--- src/shared/t1prf_pkg.sv ---
// t1prf_pkg: constants and types of the t1 performance report framer
// Functional notes
// - address by role, tei octet, control 03
// - opening flag, eleven octets, fcs, closing flag
// - every octet sent bit 1 first
// - octets 5,6 carry latest second
// - three older seconds follow, newest first
// - one crc band flag per nonzero count, none for zero
// - severe framing flag forces sync error zero
// - sync bit error flag only without severe
// - violation, slip, loopback flags per second
// - both study bits sent as zero
// - reserved bit zero by default
// - modulo 4 report counter per second
`default_nettype none

package t1prf_pkg;

  // ----------------------------------------
  // frame octets
  // ----------------------------------------
  localparam logic [7:0] FLAG_OCTET = 8'h7e;
  localparam logic [7:0] ADDR_CI = 8'h38;
  localparam logic [7:0] ADDR_CARRIER = 8'h3a;
  localparam logic [7:0] TEI_OCTET = 8'h01;
  localparam logic [7:0] CTRL_UI = 8'h03;
  localparam int BODY_OCTETS = 11;
  localparam int HIST_SECONDS = 4;
  localparam logic [2:0] STUFF_RUN = 3'h5;

  // ----------------------------------------
  // crc16 (reflected ccitt)
  // ----------------------------------------
  localparam logic [15:0] CRC_INIT = 16'hffff;
  localparam logic [15:0] CRC_POLY_REFL = 16'h8408;

  // ----------------------------------------
  // crc error count bands
  // ----------------------------------------
  localparam int CRC_CNT_W = 9;
  localparam logic [8:0] BAND_ONE = 9'h001;
  localparam logic [8:0] BAND_FIVE = 9'h005;
  localparam logic [8:0] BAND_TEN = 9'h00a;
  localparam logic [8:0] BAND_HUNDRED = 9'h064;
  localparam logic [8:0] BAND_319 = 9'h13f;
  localparam logic [8:0] BAND_SAT = 9'h140;

  // ----------------------------------------
  // timing
  // ----------------------------------------
  localparam int CLK_MHZ = 125;
  localparam int REPORT_PERIOD_MS = 1000;
  localparam int REPORT_CYCLES = REPORT_PERIOD_MS * 1000 * CLK_MHZ;

  // ----------------------------------------
  // register map (byte addresses) and fields
  // ----------------------------------------
  localparam logic [7:0] REG_CTRL = 8'h00;
  localparam logic [7:0] REG_STATUS = 8'h04;
  localparam logic [7:0] REG_HISTORY = 8'h08;
  localparam logic [7:0] REG_REPORTS = 8'h0c;
  localparam logic [7:0] REG_CRC_NOW = 8'h10;
  localparam int CTRL_ENABLE_BIT = 0;
  localparam int CTRL_CARRIER_BIT = 1;
  localparam int CTRL_RSVD_BIT = 2;
  localparam logic [2:0] CTRL_RESET = 3'h0;
  localparam logic [1:0] RESP_OKAY = 2'h0;
  localparam logic [1:0] RESP_DECERR = 2'h3;

  typedef enum logic [2:0] {
    SEL_CTRL,
    SEL_STATUS,
    SEL_HISTORY,
    SEL_REPORTS,
    SEL_CRC_NOW,
    SEL_NONE
  } t1prf_sel_t;

  typedef enum logic [2:0] {
    ST_IDLE = 3'b000,
    ST_OPEN = 3'b001,
    ST_BODY = 3'b011,
    ST_FCS = 3'b010,
    ST_CLOSE = 3'b110
  } t1prf_state_t;

  // one-cycle event strobes from the line side, plus loopback level
  typedef struct packed {
    logic crc_err;
    logic sev_framing;
    logic sync_bit_err;
    logic line_code_viol;
    logic frame_slip;
    logic loopback;
  } t1prf_events_t;

  // one second of history as sent on the link
  typedef struct packed {
    logic [7:0] odd_octet;
    logic [7:0] even_octet;
  } t1prf_second_t;

endpackage : t1prf_pkg

`default_nettype wire

--- src/hdl/t1prf_band_encode.sv ---
// t1prf_band_encode: one second of counts into its two report octets
`default_nettype none

module t1prf_band_encode (
  // counts of the second
  input wire logic [8:0] crc_cnt_i,
  input wire logic sev_i,
  input wire logic sync_err_i,
  input wire logic viol_i,
  input wire logic slip_i,
  input wire logic loop_i,
  input wire logic rsvd_i,
  input wire logic [1:0] seq_i,
  // encoded pair
  output t1prf_pkg::t1prf_second_t sec_o
);

  logic crc_one_error_flag, crc_two_to_five_flag, crc_six_to_ten_flag;
  logic crc_eleven_to_hundred_flag, crc_upto_319_flag, crc_320_plus_flag;
  logic frame_sync_bit_error_flag;
  logic sync_study_bit_a, sync_study_bit_b;

  assign crc_one_error_flag = (crc_cnt_i == t1prf_pkg::BAND_ONE);
  assign crc_two_to_five_flag = (crc_cnt_i > t1prf_pkg::BAND_ONE) && (crc_cnt_i <= t1prf_pkg::BAND_FIVE);
  assign crc_six_to_ten_flag = (crc_cnt_i > t1prf_pkg::BAND_FIVE) && (crc_cnt_i <= t1prf_pkg::BAND_TEN);
  assign crc_eleven_to_hundred_flag = (crc_cnt_i > t1prf_pkg::BAND_TEN) && (crc_cnt_i <= t1prf_pkg::BAND_HUNDRED);
  assign crc_upto_319_flag = (crc_cnt_i > t1prf_pkg::BAND_HUNDRED) && (crc_cnt_i <= t1prf_pkg::BAND_319);
  assign crc_320_plus_flag = (crc_cnt_i >= t1prf_pkg::BAND_SAT);

  assign frame_sync_bit_error_flag = sync_err_i && !sev_i;

  assign sync_study_bit_a = 1'b0;
  assign sync_study_bit_b = 1'b0;

  // bit layout, bit 8 at msb
  assign sec_o.odd_octet = {crc_six_to_ten_flag, viol_i, crc_eleven_to_hundred_flag, sync_study_bit_a,
                            sync_study_bit_b, crc_upto_319_flag, slip_i, crc_320_plus_flag};
  assign sec_o.even_octet = {frame_sync_bit_error_flag, sev_i, loop_i, crc_one_error_flag,
                             rsvd_i, crc_two_to_five_flag, seq_i};

endmodule : t1prf_band_encode

`default_nettype wire

--- src/hdl/t1prf_crc16.sv ---
// t1prf_crc16: bit-serial reflected ccitt crc16 for the frame check sequence
`default_nettype none

module t1prf_crc16 (
  // clock and reset
  input wire logic clk_i,
  input wire logic rstn_i,
  // bit stream
  input wire logic clear_i,
  input wire logic shift_i,
  input wire logic bit_i,
  // remainder
  output logic [15:0] crc_o
);

  logic [15:0] crc_q;
  logic fb;

  assign fb = crc_q[0] ^ bit_i;

  always_ff @(posedge clk_i or negedge rstn_i) begin
    if (!rstn_i) begin
      crc_q <= t1prf_pkg::CRC_INIT;
    end else if (clear_i) begin
      crc_q <= t1prf_pkg::CRC_INIT;
    end else if (shift_i) begin
      crc_q <= (crc_q >> 1) ^ (fb ? t1prf_pkg::CRC_POLY_REFL : 16'h0000);
    end
  end

  assign crc_o = crc_q;

endmodule : t1prf_crc16

`default_nettype wire

--- src/hdl/t1prf_framer.sv ---
// t1prf_framer: one-second performance report builder with axi4-lite registers
//
// Local design decisions: register access over AXI4-Lite and the register addresses.
`default_nettype none

module t1prf_framer #(
  parameter int REPORT_CYCLES = t1prf_pkg::REPORT_CYCLES
) (
  // clock and reset
  input wire logic clk_i,
  input wire logic rstn_i,
  // axi4-lite write address and data
  input wire logic s_axi_awvalid_i,
  output logic s_axi_awready_o,
  input wire logic [7:0] s_axi_awaddr_i,
  input wire logic s_axi_wvalid_i,
  output logic s_axi_wready_o,
  input wire logic [31:0] s_axi_wdata_i,
  input wire logic [3:0] s_axi_wstrb_i,
  // axi4-lite write response
  output logic s_axi_bvalid_o,
  input wire logic s_axi_bready_i,
  output logic [1:0] s_axi_bresp_o,
  // axi4-lite read
  input wire logic s_axi_arvalid_i,
  output logic s_axi_arready_o,
  input wire logic [7:0] s_axi_araddr_i,
  output logic s_axi_rvalid_o,
  input wire logic s_axi_rready_i,
  output logic [31:0] s_axi_rdata_o,
  output logic [1:0] s_axi_rresp_o,
  // line events
  input wire t1prf_pkg::t1prf_events_t events_i,
  // facility data link
  input wire logic dl_bit_req_i,
  output logic dl_data_o,
  output logic dl_frame_o
);

  // ----------------------------------------
  // decoding
  // ----------------------------------------
  function automatic t1prf_pkg::t1prf_sel_t decode(input logic [7:0] addr);
    unique case (addr)
      t1prf_pkg::REG_CTRL: decode = t1prf_pkg::SEL_CTRL;
      t1prf_pkg::REG_STATUS: decode = t1prf_pkg::SEL_STATUS;
      t1prf_pkg::REG_HISTORY: decode = t1prf_pkg::SEL_HISTORY;
      t1prf_pkg::REG_REPORTS: decode = t1prf_pkg::SEL_REPORTS;
      t1prf_pkg::REG_CRC_NOW: decode = t1prf_pkg::SEL_CRC_NOW;
      default: decode = t1prf_pkg::SEL_NONE;
    endcase
  endfunction : decode

  // ----------------------------------------
  // axi4-lite write side
  // ----------------------------------------
  logic aw_held_q, w_held_q, bvalid_q;
  logic [7:0] awaddr_q;
  logic [31:0] wdata_q;
  logic [3:0] wstrb_q;
  logic [1:0] bresp_q;
  logic aw_have, w_have, wr_fire;
  logic [7:0] wr_addr;
  logic [31:0] wr_data;
  logic [3:0] wr_strb;
  logic [2:0] ctrl_q;

  assign s_axi_awready_o = !aw_held_q && !bvalid_q;
  assign s_axi_wready_o = !w_held_q && !bvalid_q;
  assign aw_have = aw_held_q || (s_axi_awvalid_i && s_axi_awready_o);
  assign w_have = w_held_q || (s_axi_wvalid_i && s_axi_wready_o);
  assign wr_fire = aw_have && w_have;
  assign wr_addr = aw_held_q ? awaddr_q : s_axi_awaddr_i;
  assign wr_data = w_held_q ? wdata_q : s_axi_wdata_i;
  assign wr_strb = w_held_q ? wstrb_q : s_axi_wstrb_i;

  // either channel may arrive first; hold it until its partner shows up
  always_ff @(posedge clk_i or negedge rstn_i) begin
    if (!rstn_i) begin
      aw_held_q <= 1'b0;
      w_held_q <= 1'b0;
      awaddr_q <= 8'h00;
      wdata_q <= 32'h0000_0000;
      wstrb_q <= 4'h0;
    end else begin
      if (s_axi_awvalid_i && s_axi_awready_o) begin
        awaddr_q <= s_axi_awaddr_i;
      end
      if (s_axi_wvalid_i && s_axi_wready_o) begin
        wdata_q <= s_axi_wdata_i;
        wstrb_q <= s_axi_wstrb_i;
      end
      aw_held_q <= aw_have && !wr_fire;
      w_held_q <= w_have && !wr_fire;
    end
  end

  always_ff @(posedge clk_i or negedge rstn_i) begin
    if (!rstn_i) begin
      bvalid_q <= 1'b0;
      bresp_q <= t1prf_pkg::RESP_OKAY;
    end else if (wr_fire) begin
      bvalid_q <= 1'b1;
      bresp_q <= (decode(wr_addr) == t1prf_pkg::SEL_NONE) ? t1prf_pkg::RESP_DECERR : t1prf_pkg::RESP_OKAY;
    end else if (s_axi_bready_i) begin
      bvalid_q <= 1'b0;
    end
  end

  assign s_axi_bvalid_o = bvalid_q;
  assign s_axi_bresp_o = bresp_q;

  // only the control register is writable; status words ignore writes
  always_ff @(posedge clk_i or negedge rstn_i) begin
    if (!rstn_i) begin
      ctrl_q <= t1prf_pkg::CTRL_RESET;
    end else if (wr_fire && decode(wr_addr) == t1prf_pkg::SEL_CTRL && wr_strb[0]) begin
      ctrl_q <= wr_data[2:0];
    end
  end

  // ----------------------------------------
  // one-second accumulation
  // ----------------------------------------
  logic [31:0] tick_cnt_q;
  logic tick;
  logic [8:0] crc_cnt_q;
  logic sev_q, sync_q, viol_q, slip_q, loop_q;
  logic [1:0] seq_q;
  logic [31:0] reports_q;
  t1prf_pkg::t1prf_second_t now_sec;
  t1prf_pkg::t1prf_second_t hist_q [t1prf_pkg::HIST_SECONDS];

  assign tick = (tick_cnt_q == 32'(REPORT_CYCLES - 1));

  always_ff @(posedge clk_i or negedge rstn_i) begin
    if (!rstn_i) begin
      tick_cnt_q <= 32'h0000_0000;
    end else if (tick) begin
      tick_cnt_q <= 32'h0000_0000;
    end else begin
      tick_cnt_q <= tick_cnt_q + 32'h0000_0001;
    end
  end

  // an event in the closing cycle opens the new second rather than being lost
  always_ff @(posedge clk_i or negedge rstn_i) begin
    if (!rstn_i) begin
      crc_cnt_q <= 9'h000;
    end else if (tick) begin
      crc_cnt_q <= {8'h00, events_i.crc_err};
    end else if (events_i.crc_err && crc_cnt_q != t1prf_pkg::BAND_SAT) begin
      crc_cnt_q <= crc_cnt_q + 9'h001;
    end
  end

  always_ff @(posedge clk_i or negedge rstn_i) begin
    if (!rstn_i) begin
      sev_q <= 1'b0;
      sync_q <= 1'b0;
      viol_q <= 1'b0;
      slip_q <= 1'b0;
      loop_q <= 1'b0;
    end else begin
      sev_q <= events_i.sev_framing || (sev_q && !tick);
      sync_q <= events_i.sync_bit_err || (sync_q && !tick);
      viol_q <= events_i.line_code_viol || (viol_q && !tick);
      slip_q <= events_i.frame_slip || (slip_q && !tick);
      loop_q <= events_i.loopback || (loop_q && !tick);
    end
  end

  t1prf_band_encode u_encode (
    .crc_cnt_i(crc_cnt_q),
    .sev_i(sev_q),
    .sync_err_i(sync_q),
    .viol_i(viol_q),
    .slip_i(slip_q),
    .loop_i(loop_q),
    .rsvd_i(ctrl_q[t1prf_pkg::CTRL_RSVD_BIT]),
    .seq_i(seq_q),
    .sec_o(now_sec)
  );

  // modulo 4 counter; oldest second drops out
  always_ff @(posedge clk_i or negedge rstn_i) begin
    if (!rstn_i) begin
      seq_q <= 2'h0;
      reports_q <= 32'h0000_0000;
      for (int i = 0; i < t1prf_pkg::HIST_SECONDS; i++) begin
        hist_q[i] <= '0;
      end
    end else if (tick) begin
      seq_q <= seq_q + 2'h1;
      reports_q <= reports_q + 32'h0000_0001;
      hist_q[0] <= now_sec;
      for (int i = 1; i < t1prf_pkg::HIST_SECONDS; i++) begin
        hist_q[i] <= hist_q[i-1];
      end
    end
  end

  // ----------------------------------------
  // frame snapshot and serialiser
  // ----------------------------------------
  t1prf_pkg::t1prf_state_t state_q;
  logic [7:0] body_q [t1prf_pkg::BODY_OCTETS];
  logic pend_q, load;
  logic [3:0] oct_q;
  logic [2:0] bit_q;
  logic [2:0] ones_q;
  logic [15:0] crc_val;
  logic stuff, cur_bit, last_bit, crc_shift, crc_clear;

  // a zero follows five ones between flags
  assign stuff = (state_q == t1prf_pkg::ST_BODY || state_q == t1prf_pkg::ST_FCS ||
                  state_q == t1prf_pkg::ST_CLOSE) && ones_q == t1prf_pkg::STUFF_RUN;
  assign last_bit = (bit_q == 3'h7);

  // bit 1 of each octet leads
  always_comb begin
    unique case (state_q)
      t1prf_pkg::ST_BODY: cur_bit = body_q[oct_q][bit_q];
      t1prf_pkg::ST_FCS: cur_bit = ~crc_val[{oct_q[0], bit_q}];
      default: cur_bit = t1prf_pkg::FLAG_OCTET[bit_q];
    endcase
  end

  assign crc_shift = dl_bit_req_i && state_q == t1prf_pkg::ST_BODY && !stuff;
  assign crc_clear = dl_bit_req_i && state_q == t1prf_pkg::ST_OPEN;

  t1prf_crc16 u_crc (
    .clk_i(clk_i),
    .rstn_i(rstn_i),
    .clear_i(crc_clear),
    .shift_i(crc_shift),
    .bit_i(cur_bit),
    .crc_o(crc_val)
  );

  // a report that comes due while one is on the wire waits for it to end
  always_ff @(posedge clk_i or negedge rstn_i) begin
    if (!rstn_i) begin
      pend_q <= 1'b0;
    end else if (tick && ctrl_q[t1prf_pkg::CTRL_ENABLE_BIT]) begin
      pend_q <= 1'b1;
    end else if (load) begin
      pend_q <= 1'b0;
    end
  end

  // snapshot: header then newest second first
  always_ff @(posedge clk_i or negedge rstn_i) begin
    if (!rstn_i) begin
      for (int i = 0; i < t1prf_pkg::BODY_OCTETS; i++) begin
        body_q[i] <= 8'h00;
      end
    end else if (load) begin
      body_q[0] <= ctrl_q[t1prf_pkg::CTRL_CARRIER_BIT] ? t1prf_pkg::ADDR_CARRIER : t1prf_pkg::ADDR_CI;
      body_q[1] <= t1prf_pkg::TEI_OCTET;
      body_q[2] <= t1prf_pkg::CTRL_UI;
      for (int i = 0; i < t1prf_pkg::HIST_SECONDS; i++) begin
        body_q[3 + 2*i] <= hist_q[i].odd_octet;
        body_q[4 + 2*i] <= hist_q[i].even_octet;
      end
    end
  end

  assign load = dl_bit_req_i && state_q == t1prf_pkg::ST_IDLE && last_bit && pend_q;

  always_ff @(posedge clk_i or negedge rstn_i) begin
    if (!rstn_i) begin
      state_q <= t1prf_pkg::ST_IDLE;
      oct_q <= 4'h0;
      bit_q <= 3'h0;
    end else if (dl_bit_req_i && !stuff) begin
      bit_q <= bit_q + 3'h1;
      unique case (state_q)
        t1prf_pkg::ST_IDLE: begin
          if (load) begin
            state_q <= t1prf_pkg::ST_OPEN;
          end
        end
        t1prf_pkg::ST_OPEN: begin
          if (last_bit) begin
            state_q <= t1prf_pkg::ST_BODY;
            oct_q <= 4'h0;
          end
        end
        t1prf_pkg::ST_BODY: begin
          if (last_bit) begin
            oct_q <= oct_q + 4'h1;
            if (oct_q == 4'(t1prf_pkg::BODY_OCTETS - 1)) begin
              state_q <= t1prf_pkg::ST_FCS;
              oct_q <= 4'h0;
            end
          end
        end
        t1prf_pkg::ST_FCS: begin
          if (last_bit) begin
            oct_q <= oct_q + 4'h1;
            if (oct_q[0]) begin
              state_q <= t1prf_pkg::ST_CLOSE;
            end
          end
        end
        t1prf_pkg::ST_CLOSE: begin
          if (last_bit) begin
            state_q <= t1prf_pkg::ST_IDLE;
          end
        end
        default: state_q <= t1prf_pkg::ST_IDLE;
      endcase
    end
  end

  // run of ones between the flags
  always_ff @(posedge clk_i or negedge rstn_i) begin
    if (!rstn_i) begin
      ones_q <= 3'h0;
    end else if (dl_bit_req_i) begin
      if (stuff || !(state_q == t1prf_pkg::ST_BODY || state_q == t1prf_pkg::ST_FCS)) begin
        ones_q <= 3'h0;
      end else begin
        ones_q <= cur_bit ? ones_q + 3'h1 : 3'h0;
      end
    end
  end

  // line idles on flags while enabled, marks otherwise
  always_ff @(posedge clk_i or negedge rstn_i) begin
    if (!rstn_i) begin
      dl_data_o <= 1'b1;
      dl_frame_o <= 1'b0;
    end else if (dl_bit_req_i) begin
      if (stuff) begin
        dl_data_o <= 1'b0;
      end else if (state_q == t1prf_pkg::ST_IDLE && !ctrl_q[t1prf_pkg::CTRL_ENABLE_BIT]) begin
        dl_data_o <= 1'b1;
      end else begin
        dl_data_o <= cur_bit;
      end
      dl_frame_o <= (state_q != t1prf_pkg::ST_IDLE);
    end
  end

  // ----------------------------------------
  // axi4-lite read side
  // ----------------------------------------
  logic rvalid_q;
  logic [31:0] rdata_q;
  logic [1:0] rresp_q;
  logic [31:0] rd_word;

  assign s_axi_arready_o = !rvalid_q;

  always_comb begin
    rd_word = 32'h0000_0000;
    unique case (decode(s_axi_araddr_i))
      t1prf_pkg::SEL_CTRL: rd_word = {29'h0, ctrl_q};
      t1prf_pkg::SEL_STATUS: rd_word = {25'h0, pend_q, state_q, state_q != t1prf_pkg::ST_IDLE, seq_q};
      t1prf_pkg::SEL_HISTORY: rd_word = {hist_q[1], hist_q[0]};
      t1prf_pkg::SEL_REPORTS: rd_word = reports_q;
      t1prf_pkg::SEL_CRC_NOW: rd_word = {23'h0, crc_cnt_q};
      t1prf_pkg::SEL_NONE: rd_word = 32'h0000_0000;
    endcase
  end

  always_ff @(posedge clk_i or negedge rstn_i) begin
    if (!rstn_i) begin
      rvalid_q <= 1'b0;
      rdata_q <= 32'h0000_0000;
      rresp_q <= t1prf_pkg::RESP_OKAY;
    end else if (s_axi_arvalid_i && s_axi_arready_o) begin
      rvalid_q <= 1'b1;
      rdata_q <= rd_word;
      rresp_q <= (decode(s_axi_araddr_i) == t1prf_pkg::SEL_NONE) ? t1prf_pkg::RESP_DECERR
                                                                 : t1prf_pkg::RESP_OKAY;
    end else if (s_axi_rready_i) begin
      rvalid_q <= 1'b0;
    end
  end

  assign s_axi_rvalid_o = rvalid_q;
  assign s_axi_rdata_o = rdata_q;
  assign s_axi_rresp_o = rresp_q;

endmodule : t1prf_framer

`default_nettype wire

--- config.mk ---
export PLATFORM = sky130hd
export DESIGN_NAME = t1prf_framer
export DESIGN_NICKNAME = d
export VERILOG_FILES = /design/src/shared/t1prf_pkg.sv /design/src/hdl/t1prf_band_encode.sv /design/src/hdl/t1prf_crc16.sv /design/src/hdl/t1prf_framer.sv
export SDC_FILE = /design/constraint.sdc
export NUM_CORES = 1
export LEC_CHECK = 0
export BUFFER_PORTS_ARGS = -buffer_cell sky130_fd_sc_hd__buf_2
export CAP_MARGIN = 20
export CORE_ASPECT_RATIO = 1.4
export CORE_MARGIN = 1.5
export CORE_UTILIZATION = 50
export CTS_BUF_LIST = sky130_fd_sc_hd__clkbuf_4
export CTS_CLUSTER_SIZE = 12
export DETAILED_ROUTE_END_ITERATION = 10
export PLACE_DENSITY = 0.69
export RECOVER_POWER = 50
export SKIP_LAST_GASP = 1
export SLEW_MARGIN = 0
export SYNTH_ARGS = -nofsm -noshare
export SYNTH_HDL_FRONTEND = slang
export SYNTH_SLANG_ARGS = --single-unit
--- constraint.sdc ---
create_clock -name clk_i -period 7.4 [get_ports clk_i]
set_input_delay 0.37 -clock clk_i [delete_from_list [all_inputs] [get_ports clk_i]]
set_output_delay 0.37 -clock clk_i [all_outputs]
set_load 0.02 [all_outputs]
Word level (Yosys, flattened, before mapping)
Memories as Yosys holds them, arrays and structs flattened.
Cells that the tools add are included.
{ "word_totals": {"regBits": 289, "mem_bits_ro": 8, "in_bits": 66, "out_inout_bits": 43, "word_cells": 217, "mem_count": 1} }
{ "op_classes": {"add_sub_neg": 7, "order_cmp": 12, "n_eq_ne": 32, "muxes": 49, "n_bitwise": 4, "n_reduce_logical": 65} }
{ "mem_list": {"columns": ["name", "depth", "word_bits", "read_ports", "rd_clocked_by_memory_dff", "write_ports", "line", "text"], "rows": [
  ["(no name shown)", 8, 1, 1, 0, 0, "t1prf_framer.sv:225", "default: cur_bit = t1prf_pkg::FLAG_OCTET[bit_q];"]
]} }
{ "op_table": {"columns": ["operator", "count"], "rows": [
  ["$pmux 32 s6", 1],
  ["$add 32x1->32 const B", 2],
  ["$mux 16", 3],
  ["$pmux 3 s5", 3],
  ["$mux 3", 12],
  ["$bmux 8 s4", 1],
  ["$eq 32x27->1 const B", 1],
  ["$eq 8x4->1 const B", 4],
  ["$mux 32", 1],
  ["$logic_and 1x1->1", 31],
  ["$mux 8", 3],
  ["$eq 3x3->1 const B", 7],
  ["$mux 9", 2],
  ["$eq 8x3->1 const B", 2],
  ["$eq 8x5->1 const B", 2],
  ["$logic_not 8->1", 2],
  ["$mux 4", 4],
  ["$xor 15x16->16", 1],
  ["$eq 3x2->1 const B", 4],
  ["$mux 1", 12],
  ["$ne 2x2->1 const B", 6],
  ["$pmux 4 s3", 1],
  ["$logic_not 1->1", 10],
  ["$logic_or 1x1->1", 10],
  ["33 further kinds", 44]
]} }

Logic depth before layout (Yosys ltp)
Gate-level depths: netlist of run 1.
{ "depth": {"depth_word": 12, "ltp_mapped": 10, "ltp_nobuf": 9} }

Cells and area by module
Synthesis of run 1 repeated with hierarchy kept, for this count alone.
{ "unflattened": {"hier_cells": 1289, "area_unflattened_um2": 13838.3} }
{ "by_module_without_submodules": {"columns": ["mod", "instances", "cells_per_inst", "area_per_inst_um2", "seq_area_each_um2"], "rows": [
  ["t1prf_framer", 1, 1198, 12839.8, 6982.9],
  ["t1prf_crc16", 1, 56, 740.7, 420.4],
  ["t1prf_band_encode", 1, 35, 257.7, 0.0]
]} }

Least setup slack after synthesis of run 1
No wires, ideal clock.
{ "synth_timing": {"path_kind": "flip-flop to flip-flop", "startpoint": "register bit_q[0]", "endpoint": "register u_crc.crc_q[15] (netlist: u_crc.crc_o[15])", "setup_time_ps": 77, "arrival_time_ps": 2290, "required_ps": 7323, "path_slack_ps": 5033, "stages_incl_launch_ff": 8, "n_path_buf": 1, "path_cell_list": "dfrtp_1 > buf_6 > mux4_2 > mux4_2 > nand2_2 > inv_2 > or4_1 > a31oi_1"} }
{ "synth_between": {"elab_chain_cells": 9, "elab_cells_between_ends": 13, "cone_classes": "mux: 9; bitwise: 3; memory: 1"} }
{ "synth_rtl": {"columns": ["item", "line", "text"], "rows": [
  ["start: declaration", "t1prf_framer.sv:210", "logic [2:0] bit_q;"],
  ["start signal: assignment", "t1prf_framer.sv:277", "bit_q <= bit_q + 3'h1;"],
  ["$bmux 1 s4", "t1prf_framer.sv:224", "t1prf_pkg::ST_FCS: cur_bit = ~crc_val[{oct_q[0], bit_q}];"],
  ["$mux 1 (not written as such)", "t1prf_framer.sv:224", null],
  ["$not 1->1", "t1prf_framer.sv:224", null],
  ["$pmux 1 s2 *", "t1prf_framer.sv:222", "unique case (state_q)"],
  ["$xor 1x1->1 *", "t1prf_crc16.sv:19", "assign fb = crc_q[0] ^ bit_i;"],
  ["$mux 16 *", "t1prf_crc16.sv:27", "crc_q <= (crc_q >> 1) ^ (fb ? t1prf_pkg::CRC_POLY_REFL : 16'h0000);"],
  ["$xor 15x16->16 *", "t1prf_crc16.sv:27", null],
  ["$mux 16 *", "t1prf_crc16.sv:26", "end else if (shift_i) begin"],
  ["$mux 16 *", "t1prf_crc16.sv:24", "end else if (clear_i) begin"],
  ["end signal: assignment", "t1prf_crc16.sv:23", "crc_q <= t1prf_pkg::CRC_INIT;"],
  ["end signal: assignment", "t1prf_crc16.sv:25", "crc_q <= t1prf_pkg::CRC_INIT;"],
  ["end signal: assignment", "t1prf_crc16.sv:27", null],
  ["end: declaration", "t1prf_crc16.sv:16", "logic [15:0] crc_q;"]
]} }
Mark *: on every way between the ends. The rest lies on a longest branch, timed or not. The select of a mux whose other input is x is not followed.
A chain may end at the register's enable or synchronous reset.

Worst setup path after layout of run 1
{ "layout_timing": {"startpoint": "register bit_q[0]", "endpoint": "register body_q[23] in the netlist's numbering"} }
{ "layout_between": {"elab_chain_cells": 3} }
{ "layout_rtl": {"columns": ["item", "line", "text"], "rows": [
  ["$eq 3x3->1", "t1prf_framer.sv:218", "assign last_bit = (bit_q == 3'h7);"],
  ["$logic_and 1x1->1 (2 in series)", "t1prf_framer.sv:269", "assign load = dl_bit_req_i && state_q == t1prf_pkg::ST_IDLE && last_bit && pend_q;"],
  ["end signal: indexed assignment", "t1prf_framer.sv:263", "body_q[3 + 2*i] <= hist_q[i].odd_octet;"],
  ["end signal: indexed assignment", "t1prf_framer.sv:264", "body_q[4 + 2*i] <= hist_q[i].even_octet;"],
  ["end: declaration", "t1prf_framer.sv:207", "logic [7:0] body_q [t1prf_pkg::BODY_OCTETS];"]
]} }
No other way between the ends.

==> impl_metrics.prom, run 1 <==
# TYPE chip_impl_metric gauge
chip_impl_metric{name="final.setup.tns",unit="ns"} 0
chip_impl_metric{name="first_pass_iters",unit=""} 5
chip_impl_info{name="yosys-top-cells-area",value="dfrtp_1 51%, nand2_1 7.3%, mux2_2 7.1%"} 1
chip_impl_metric{name="clock_skew",unit="ns"} 0.04020
chip_impl_info{name="crit_path_cell_trace",value="ha_1 -> ha_1 -> nand3_1 -> nor2_4 -> buf_4 -> mux2_2"} 1
chip_impl_metric{name="mappedNetlistArea",unit="µm²"} 12930
chip_impl_metric{name="finalWorstSetupSlack",unit="ns"} 4.558
chip_impl_metric{name="maxCapViolations",unit=""} 1
chip_impl_metric{name="via_per_inst",unit=""} 5.575
chip_impl_metric{name="maxSlewHeadroom",unit="%"} -9.553
chip_impl_metric{name="cts_hold_buffers",unit=""} 24
chip_impl_metric{name="max_freq",unit="MHz"} 351.8
chip_impl_metric{name="clk-insertion-delay-late",unit="ns"} 0.68
chip_impl_metric{name="dp_worst_setup_slack",unit="ns"} 4.004
chip_impl_metric{name="critPathRequiredTime",unit="ns"} 7.93
chip_impl_metric{name="tritoncts.num_buffers",unit=""} 70
chip_impl_metric{name="global_route.overflow_total",unit=""} 0
chip_impl_info{name="synth_commonest_cells",value="262 x dfrtp_1, 252 x nand2_1, 81 x mux2_2, 67 x nor2_1, 54 x clkbuf_1"} 1
chip_impl_metric{name="numPortBuffers",unit=""} 76
chip_impl_info{name="worst_setup_path_start_kind",value="flip-flop"} 1
chip_impl_info{name="synth-main-ff-cell",value="dfrtp_1"} 1
chip_impl_metric{name="grt_max_degree",unit=""} 162
chip_impl_metric{name="first_global_vias",unit=""} 9580
chip_impl_metric{name="final_nets",unit=""} 1420
chip_impl_metric{name="number_of_storage_elements_in_the_synthesis_netlist",unit=""} 279
chip_impl_metric{name="cts-root-to-sink-buffers",unit=""} 3
chip_impl_metric{name="cts-htree-levels",unit=""} 3
chip_impl_info{name="worst_path_most_repeated_cell",value="ha_1"} 1
chip_impl_metric{name="drt.antenna.violating_nets",unit=""} 0
chip_impl_metric{name="synth_area_per_cell",unit="µm²"} 10.54
chip_impl_metric{name="groute.usage.overall",unit="%"} 22.60
chip_impl_metric{name="num_vias",unit=""} 9505
chip_impl_metric{name="synthCells",unit=""} 1226
chip_impl_metric{name="initial_utilization",unit="%"} 50.93
chip_impl_metric{name="placeableCoreArea",unit="µm²"} 25380
chip_impl_metric{name="die_height",unit="µm"} 193.2
chip_impl_info{name="yosysMostFrequentCell",value="dfrtp_1"} 1
chip_impl_metric{name="worst_ep_arrival_time",unit="ns"} 3.37
chip_impl_metric{name="floorplan.die.width",unit="µm"} 138.9
chip_impl_metric{name="post_cts_resize_count",unit=""} 0
chip_impl_metric{name="std_cell_rows",unit=""} 69
chip_impl_metric{name="gpl.final_weighted_congestion",unit=""} 0.8430
chip_impl_metric{name="initial_antenna_violation_count",unit=""} 2
chip_impl_metric{name="design.portCount",unit=""} 109
chip_impl_metric{name="clkSinkCount",unit=""} 279
chip_impl_metric{name="yosys_warnings",unit=""} 0
chip_impl_metric{name="p_leak",unit="nW"} 6.768
chip_impl_info{name="status",value="finished with violations"} 1
chip_impl_info{name="violated_checks",value="max-capacitance violations, max-slew violations"} 1
chip_impl_metric{name="detail_route.wl_per_cell",unit="µm"} 17.38
chip_impl_metric{name="vdd.ir_drop.worst",unit="mV"} 0.2011
chip_impl_metric{name="holdWs",unit="ns"} 0.1227
chip_impl_metric{name="timing.final.crit_period",unit="ns"} 2.842
chip_impl_metric{name="post-cts-setup-buffer-count",unit=""} 0
chip_impl_metric{name="post_synth_num_cell_types",unit=""} 65
chip_impl_info{name="min_path_type",value="input pin to flip-flop"} 1
chip_impl_metric{name="grt_first_pass_wirelength",unit="µm"} 48990
chip_impl_metric{name="drv_slew",unit=""} 39
chip_impl_metric{name="drt_iter0_drc",unit=""} 643
chip_impl_metric{name="setup_viol",unit=""} 0
chip_impl_info{name="crit_slowest_cell",value="dfrtp_1"} 1
chip_impl_info{name="tritoncts",value="yes"} 1
chip_impl_metric{name="drcViolationCount",unit=""} 0
chip_impl_metric{name="wl",unit="µm"} 29630
chip_impl_info{name="grt_setup_unrepaired",value="no"} 1
chip_impl_metric{name="timing.critical_path.fanout_max",unit=""} 50
chip_impl_metric{name="path_clk_slew",unit="ns"} 0.07
chip_impl_metric{name="seq_total_area_yosys",unit="%"} 54.18
chip_impl_metric{name="synth_edf_count",unit=""} 0
chip_impl_metric{name="syn-num-nets",unit=""} 1304
chip_impl_info{name="ctsRootBufferMaster",value="clkbuf_4"} 1
chip_impl_info{name="synth_top_area_cell",value="dfrtp_1"} 1
chip_impl_metric{name="pd_cells",unit="nW/µm²"} 272.2
chip_impl_metric{name="syn2layout_area_growth",unit="%"} 12.49
chip_impl_metric{name="layout-drive-gt1-share",unit="%"} 18.41
chip_impl_metric{name="synth.top_cell.area_share",unit="%"} 50.72
chip_impl_metric{name="critical-path-max-stage-delay",unit="ns"} 0.72
chip_impl_info{name="path_class",value="flip-flop to flip-flop"} 1
chip_impl_metric{name="floorplan.die_area",unit="µm²"} 26840
chip_impl_metric{name="final.period_utilization",unit="%"} 38.41
chip_impl_metric{name="hold_violations",unit=""} 0
chip_impl_metric{name="worst_pin_slew",unit="ns"} 1.643
chip_impl_info{name="end_kind",value="flip-flop"} 1
chip_impl_metric{name="detailedPlacementHpwl",unit="µm"} 19520
chip_impl_metric{name="synth-async-reset-ratio",unit="%"} 100.0
cells by family after synthesis:
group,Yosys count,synth area share (%)
AND/OR/NAND/NOR,470,16.58
flip-flops,279,54.18
AO/OA/AOI/OAI,176,9.205
multiplexers,127,11.29
buffers and inverters,94,2.981
XOR/XNOR,68,4.607
adder cells (fa/ha/maj),12,1.162
routing by layer:
layer	global-route usage, %	vias up	share of wire, %
met2	38.08	173	51
met4	9.491	2	3.1
met1	28.52	4722	42
met3	4.381	58	3.7
li1	-	4550	-
met5	0	-	0.040
state kept, by name (all words and copies together) (netlist names), 8 cells and up:
signal / count
tick_cnt_q: 32
body_q: 58
awaddr_q: 8
s_axi_rdata_o: 32
u_crc.crc_o: 16
hist_q: 56
crc_cnt_q: 9
reports_q: 32
placed cells by master (no fill, tap or decap), drive strengths merged, types with 24 or more instances in the layout:
cell type	n
a21oi	32
xnor2	47
mux2i	40
buf	39
nand2	253
inv	31
clkbuf	145
o21ai	42
dfrtp	262
mux2	81
o31ai	27
nand3	33
dlygate4sd3	24
nor2	67
report_power, final:
part / switching (W) / total (W) / internal [W] / leakage, nW
registers: 0.000223 / 0.00192 / 0.00170 / 3.72
clock network: 0.000595 / 0.00124 / 0.000642 / 0.500
logic: 0.000444 / 0.000796 / 0.000352 / 2.54
final cells by class:
cell class | count | area, µm²
Antenna cell | 1 | 2.502
Clock buffer | 98 | 735.7
Clock inverter | 17 | 91.34
Fill cell | 2256 | 10840
Inverter | 28 | 105.1
Multi-Input combinational cell | 853 | 5552
Sequential cell | 279 | 7003
Tap cell | 319 | 399.1
Timing Repair Buffer | 110 | 651.9
worst paths after layout:
path | slack, ns | to | start | cells after the start
worst max-delay path | 4.56 | body_q[23] | bit_q[0] | 6
worst min-delay path | 0.12 | w_held_q | s_axi_wvalid_i | 3
worst max register to register | 4.56 | body_q[23] | bit_q[0] | 6
worst min register to register | 0.46 | hist_q[62] | viol_q | 2
max in group asynchronous | 5.63 | tick_cnt_q[16] | rstn_i | 3
min in group asynchronous | 0.38 | s_axi_rdata_o[31] | rstn_i | 2
through the flow:
stage / std cells / power [W] / utilization (%) / instance area (µm²)
after floorplan: 1226 / 0.002497 / - / 12930
after global placement: 1563 / 0.002716 / 53.28 / 13520
after detailed placement: 1564 / 0.002739 / 53.31 / 13530
after CTS: 1703 / 0.004007 / 57.52 / 14600
after global routing: 1705 / 0.004198 / 57.29 / 14540
final: 1705 / 0.003958 / 57.29 / 14540
critical path: cells and delay by family, from the launching register on:
family                     cells  cell delay (ns)
adders and majority gates      2             0.51
buffers and inverters          1             0.60
DFF                            1             0.72
muxes                          1             0.41
and+or+nand+nor                2             0.42
No activity file was read; power rests on OpenSTA's default activity.
==> run 2, diff against run 1 <==
==> constraint.sdc (replaced) <==
create_clock -name clk_i -period 2.7 [get_ports clk_i]
set_input_delay 0.135 -clock clk_i [delete_from_list [all_inputs] [get_ports clk_i]]
set_output_delay 0.135 -clock clk_i [all_outputs]
set_load 0.02 [all_outputs]
==> impl_metrics.prom, run 2 (synthesized netlist as in run 1, its figures left out) <==
# TYPE chip_impl_metric gauge
chip_impl_metric{name="timing.critical_path.fanout_max",unit=""} 16
chip_impl_metric{name="max_freq",unit="MHz"} 405.1
chip_impl_metric{name="initial_utilization",unit="%"} 50.93
chip_impl_metric{name="global_route.overflow_total",unit=""} 0
chip_impl_metric{name="num_vias",unit=""} 9700
chip_impl_metric{name="worst_pin_slew",unit="ns"} 1.452
chip_impl_info{name="top_regs",value="body_q x58, hist_q x56"} 1
chip_impl_metric{name="hold_violations",unit=""} 0
chip_impl_metric{name="drt_iter0_drc",unit=""} 567
chip_impl_info{name="tritoncts",value="yes"} 1
chip_impl_metric{name="groute.usage.overall",unit="%"} 23.21
chip_impl_metric{name="design.portCount",unit=""} 109
chip_impl_metric{name="first_pass_iters",unit=""} 5
chip_impl_metric{name="std_cell_rows",unit=""} 69
chip_impl_metric{name="pd_cells",unit="nW/µm²"} 740.9
chip_impl_metric{name="vdd.ir_drop.worst",unit="mV"} 0.5766
chip_impl_metric{name="gpl.final_weighted_congestion",unit=""} 0.8977
chip_impl_metric{name="detail_route.wl_per_cell",unit="µm"} 17.48
chip_impl_metric{name="final.setup.tns",unit="ns"} 0
chip_impl_metric{name="floorplan.die_area",unit="µm²"} 26840
chip_impl_metric{name="maxCapViolations",unit=""} 0
chip_impl_info{name="grt_setup_unrepaired",value="no"} 1
chip_impl_metric{name="layout-drive-gt1-share",unit="%"} 22.69
chip_impl_info{name="end_kind",value="flip-flop"} 1
chip_impl_metric{name="clkSinkCount",unit=""} 279
chip_impl_metric{name="numPortBuffers",unit=""} 76
chip_impl_metric{name="wl",unit="µm"} 30550
chip_impl_metric{name="largest_reg_flops",unit=""} 58
chip_impl_metric{name="holdWs",unit="ns"} 0.04207
chip_impl_info{name="ctsRootBufferMaster",value="clkbuf_4"} 1
chip_impl_metric{name="clk-insertion-delay-late",unit="ns"} 0.70
chip_impl_info{name="layout_common_cells",value="260 x dfrtp_1, 251 x nand2_1, 102 x clkbuf_4"} 1
chip_impl_metric{name="cts-htree-levels",unit=""} 3
chip_impl_metric{name="cts-root-to-sink-buffers",unit=""} 3
chip_impl_metric{name="setup_viol",unit=""} 0
chip_impl_metric{name="post-cts-setup-buffer-count",unit=""} 0
chip_impl_metric{name="final_nets",unit=""} 1461
chip_impl_metric{name="grt_first_pass_wirelength",unit="µm"} 50340
chip_impl_info{name="path_class",value="flip-flop to flip-flop"} 1
chip_impl_metric{name="drcViolationCount",unit=""} 0
chip_impl_metric{name="via_per_inst",unit=""} 5.549
chip_impl_metric{name="drv_slew",unit=""} 0
chip_impl_metric{name="worst_ep_arrival_time",unit="ns"} 3.10
chip_impl_info{name="final_common_cell",value="dfrtp_1"} 1
chip_impl_metric{name="critPathRequiredTime",unit="ns"} 3.33
chip_impl_metric{name="die_height",unit="µm"} 193.2
chip_impl_metric{name="syn2layout_area_growth",unit="%"} 15.48
chip_impl_metric{name="first_global_vias",unit=""} 9920
chip_impl_info{name="status",value="completed"} 1
chip_impl_info{name="min_path_type",value="input pin to asynchronous set/reset pin"} 1
chip_impl_metric{name="initial_antenna_violation_count",unit=""} 1
chip_impl_metric{name="floorplan.die.width",unit="µm"} 138.9
chip_impl_info{name="worst_setup_path_start_kind",value="flip-flop"} 1
chip_impl_metric{name="maxSlewHeadroom",unit="%"} 3.175
chip_impl_metric{name="grt_max_degree",unit=""} 94
chip_impl_metric{name="tritoncts.num_buffers",unit=""} 72
chip_impl_info{name="max_flop_register",value="body_q"} 1
chip_impl_metric{name="placeableCoreArea",unit="µm²"} 25380
chip_impl_metric{name="clock_skew",unit="ns"} 0.03641
chip_impl_metric{name="timing.final.crit_period",unit="ns"} 2.469
chip_impl_metric{name="final.period_utilization",unit="%"} 91.43
chip_impl_metric{name="detailedPlacementHpwl",unit="µm"} 20830
chip_impl_metric{name="path_clk_slew",unit="ns"} 0.08
chip_impl_metric{name="drt.antenna.violating_nets",unit=""} 0
chip_impl_metric{name="p_leak",unit="nW"} 7.084
run 2: through the flow:
step           area [µm²]  instances  util [%]  power, W  worst slack, ns
2_1_floorplan       12930       1226         -  0.006844           0.3325
3_3_place_gp        13820       1595     54.46  0.007535           0.2121
3_5_place_dp        13820       1595     54.46  0.007590           0.1527
4_1_cts             14990       1747     59.04   0.01115           0.1665
5_1_grt             14930       1748     58.81   0.01170          0.05769
6_report            14930       1748     58.81   0.01106           0.2313
run 2: where the power goes:
group	switching (W)	internal (W)	leakage [nW]
clock	0.00168	0.00173	0.514
sequential	0.000587	0.00467	3.72
combinational	0.00123	0.00116	2.85
run 2: area by class of cell:
type,count,area (µm²)
antenna,1,2.502
clock buffer,102,765.7
sequential,279,7005
tap,319,399.1
inverter,28,105.1
timing repair buffer,149,1025
fill,2213,10460
multi-input combinational,853,5557
clock inverter,17,67.56
run 2: path summary, 6_finish.rpt:
check | endpoint | cells after the start | startpoint | slack, ns
setup / recovery | u_crc.crc_o[15] | 7 | oct_q[2] | 0.23
min in group clk_i | s_axi_rresp_o[0] | 5 | s_axi_araddr_i[4] | 0.07
max in group asynchronous | tick_cnt_q[21] | 3 | rstn_i | 0.81
hold reg to reg | hist_q[3] | 2 | hist_q[3] | 0.47
hold / removal | body_q[33] | 2 | rstn_i | 0.04
setup reg to reg | u_crc.crc_o[15] | 7 | oct_q[2] | 0.23
run 2: worst max-delay path, stage by stage (launching register included):
cell      delay (ns)
dfrtp_1         0.53
inv_1           0.23
a41oi_1         0.14
a221oi_1        0.37
o221ai_1        0.21
and3_1          0.25
or4_1           0.50
a31oi_1         0.18
run 2: metal layers:
metal	up-vias	GRT usage, %	part of all wire, %
li1	4620	-	-
met3	68	5.074	4.5
met4	0	10.88	3.2
met2	228	40.03	51
met1	4784	27.57	41
met5	-	0	0
run 2: repair_timing:
item                                    in CTS  in global routing
hold buffers                                33                  0
gates resized for setup                      0                  4
hold endpoints to repair                   201                  0
endpoints found under the setup margin       0                  2
==> run 3, diff against run 2 <==
--- a/config.mk
+++ b/config.mk
@@ -7,13 +7,15 @@
 export LEC_CHECK = 0
 export BUFFER_PORTS_ARGS = -buffer_cell sky130_fd_sc_hd__buf_2
 export CAP_MARGIN = 20
+export CELL_PAD_IN_SITES_DETAIL_PLACEMENT = 0
+export CELL_PAD_IN_SITES_GLOBAL_PLACEMENT = 1
 export CORE_ASPECT_RATIO = 1.4
 export CORE_MARGIN = 1.5
-export CORE_UTILIZATION = 50
+export CORE_UTILIZATION = 49
 export CTS_BUF_LIST = sky130_fd_sc_hd__clkbuf_4
 export CTS_CLUSTER_SIZE = 12
 export DETAILED_ROUTE_END_ITERATION = 10
-export PLACE_DENSITY = 0.69
+export PLACE_DENSITY_LB_ADDON = 0.1
 export RECOVER_POWER = 50
 export SKIP_LAST_GASP = 1
 export SLEW_MARGIN = 0
==> impl_metrics.prom, run 3 (synthesized netlist as in run 1, its figures left out) <==
# TYPE chip_impl_metric gauge
chip_impl_metric{name="num_vias",unit=""} 9507
chip_impl_metric{name="cts-root-to-sink-buffers",unit=""} 3
chip_impl_metric{name="final_nets",unit=""} 1458
chip_impl_info{name="crit_path_cell_trace",value="buf_4 -> mux2i_1 -> o21a_1 -> o221ai_1 -> o21ai_0 -> and3_1 -> or4_1 -> a31oi_1"} 1
chip_impl_metric{name="detail_route.wl_per_cell",unit="µm"} 17.67
chip_impl_info{name="critPathTopFamily",value="simple AND/OR/NAND/NOR gates"} 1
chip_impl_metric{name="via_per_inst",unit=""} 5.448
chip_impl_metric{name="initial_utilization",unit="%"} 49.69
chip_impl_metric{name="pd_cells",unit="nW/µm²"} 737.8
chip_impl_info{name="min_path_type",value="input pin to flip-flop"} 1
chip_impl_info{name="grt_setup_unrepaired",value="no"} 1
chip_impl_metric{name="cts-htree-levels",unit=""} 3
chip_impl_metric{name="final.setup.tns",unit="ns"} 0
chip_impl_metric{name="timing.critical_path.fanout_max",unit=""} 12
chip_impl_info{name="worst_setup_path_start_kind",value="flip-flop"} 1
chip_impl_info{name="top_regs",value="body_q x58, hist_q x56"} 1
chip_impl_info{name="status",value="finished with violations"} 1
chip_impl_metric{name="tritoncts.num_buffers",unit=""} 72
chip_impl_metric{name="std_cell_rows",unit=""} 70
chip_impl_metric{name="worst_pin_slew",unit="ns"} 1.965
chip_impl_metric{name="clkSinkCount",unit=""} 279
chip_impl_metric{name="floorplan.die_area",unit="µm²"} 27380
chip_impl_info{name="ctsRootBufferMaster",value="clkbuf_4"} 1
chip_impl_info{name="tritoncts",value="yes"} 1
chip_impl_metric{name="placedCellCount",unit=""} 1596
chip_impl_metric{name="layout-drive-gt1-share",unit="%"} 23.26
chip_impl_info{name="violated_checks",value="max-capacitance violations, max-slew violations"} 1
chip_impl_metric{name="drt.antenna.violating_nets",unit=""} 0
chip_impl_metric{name="detailedPlacementHpwl",unit="µm"} 21020
chip_impl_metric{name="first_global_vias",unit=""} 9717
chip_impl_metric{name="numPortBuffers",unit=""} 76
chip_impl_metric{name="critPathRequiredTime",unit="ns"} 3.29
chip_impl_info{name="end_kind",value="flip-flop"} 1
chip_impl_info{name="final_common_cell",value="dfrtp_1"} 1
chip_impl_metric{name="clock_skew",unit="ns"} 0.03379
chip_impl_metric{name="final.period_utilization",unit="%"} 92.52
chip_impl_metric{name="placeableCoreArea",unit="µm²"} 26010
chip_impl_metric{name="setup_viol",unit=""} 0
chip_impl_metric{name="placed_cell_area",unit="µm²"} 13790
chip_impl_metric{name="path_clk_slew",unit="ns"} 0.07
chip_impl_metric{name="initial_antenna_violation_count",unit=""} 2
chip_impl_metric{name="p_leak",unit="nW"} 7.110
chip_impl_metric{name="path_buf_inv",unit=""} 1
chip_impl_metric{name="first_pass_iters",unit=""} 5
chip_impl_info{name="crit_slowest_cell",value="dfrtp_1"} 1
chip_impl_metric{name="floorplan.die.width",unit="µm"} 140.3
chip_impl_metric{name="clk-insertion-delay-late",unit="ns"} 0.69
chip_impl_metric{name="max_freq",unit="MHz"} 400.3
chip_impl_metric{name="largest_reg_flops",unit=""} 58
chip_impl_metric{name="die_height",unit="µm"} 195.2
chip_impl_metric{name="maxSlewHeadroom",unit="%"} -31.01
chip_impl_metric{name="drt_iter0_drc",unit=""} 485
chip_impl_metric{name="critical-path-max-stage-delay",unit="ns"} 0.52
chip_impl_info{name="path_class",value="flip-flop to flip-flop"} 1
chip_impl_metric{name="syn2layout_area_growth",unit="%"} 15.29
chip_impl_metric{name="timing.final.crit_period",unit="ns"} 2.498
chip_impl_metric{name="vdd.ir_drop.worst",unit="mV"} 0.4594
chip_impl_info{name="max_flop_register",value="body_q"} 1
chip_impl_metric{name="drcViolationCount",unit=""} 0
chip_impl_metric{name="gpl.final_weighted_congestion",unit=""} 0.8572
chip_impl_metric{name="final_cell_area",unit="µm²"} 14900
chip_impl_metric{name="hold_violations",unit=""} 0
chip_impl_metric{name="grt_first_pass_wirelength",unit="µm"} 50650
chip_impl_metric{name="worst_ep_arrival_time",unit="ns"} 3.09
chip_impl_metric{name="finish.cell_count_without_fillers",unit=""} 1745
chip_impl_metric{name="global_route.overflow_total",unit=""} 0
chip_impl_metric{name="maxCapViolations",unit=""} 1
chip_impl_metric{name="design.portCount",unit=""} 109
chip_impl_metric{name="groute.usage.overall",unit="%"} 23.44
chip_impl_info{name="layout_common_cells",value="261 x dfrtp_1, 251 x nand2_1, 104 x clkbuf_4"} 1
chip_impl_metric{name="wl",unit="µm"} 30840
chip_impl_metric{name="fin_util",unit="%"} 57.29
chip_impl_metric{name="drv_slew",unit=""} 79
chip_impl_metric{name="grt_max_degree",unit=""} 80
## run 3: cell types whose count changed in the layout (fill, tap and decap cells not counted), sizes merged
cell	previous run	this run
clkbuf	122	110
buf	96	105
clkinv	13	6
dlygate4sd3	33	34
diode	1	2
## run 3: layer usage
metal	vias up	track usage [%]	wire, µm
met1	4699	29.12	13070
met4	0	7.836	568
li1	4606	-	-
met5	-	0	0
met3	46	4.291	1083
met2	156	41.05	16120
## run 3: timing repair
action,in CTS,in global routing
hold buffers,34,0
endpoints found under the setup margin,0,6
setup buffers,0,0
endpoints found under the hold margin,305,0
resized for setup,0,1
## run 3: through the flow
stage	hold WS (ns)	worst slack [ns]	power [W]
floorplan	-0.1606	0.3325	0.006844
global placement	0.1653	0.1629	0.007579
detailed placement	0.1703	0.09993	0.007612
CTS	0.01445	0.09095	0.01116
global route	0.09995	0.01516	0.01171
finish	0.1244	0.2020	0.01100
## run 3: cell type report
cell class,instances,area [µm²]
inverters,28,105.1
clock buffers,103,773.2
well taps,324,405.4
multi-input cells,853,5549
fillers,2347,11110
diodes,2,5.005
repair buffers,146,1022
clock inverters,10,38.79
flip-flops and latches,279,7004
## run 3: tightest hold or removal path: stages
cell and delay (ns):
buf_2 0.16, inv_1 0.09, nor2_1 0.05, buf_4 0.16
nand2_1 0.07, o21ai_0 0.07
## run 3: report_power, final
part,total [W],internal (W),switching [W]
registers,0.00522,0.00467,0.000553
clock network,0.00337,0.00173,0.00164
logic,0.00240,0.00115,0.00126
total,0.0110,0.00755,0.00345
## run 3: final timing paths
| path | from | end | slack, ns | depth (start not counted) |
|---|---|---|---|---|
| max | oct_q[1] | u_crc.crc_o[15] | 0.20 | 8 |
| min | s_axi_araddr_i[2] | s_axi_rdata_o[28] | 0.12 | 6 |
| max reg2reg | oct_q[1] | u_crc.crc_o[15] | 0.20 | 8 |
| min reg2reg | hist_q[1] | hist_q[1] | 0.46 | 2 |
| max in group asynchronous | rstn_i | tick_cnt_q[9] | 0.53 | 3 |
| min in group asynchronous | rstn_i | hist_q[7] | 0.57 | 2 |
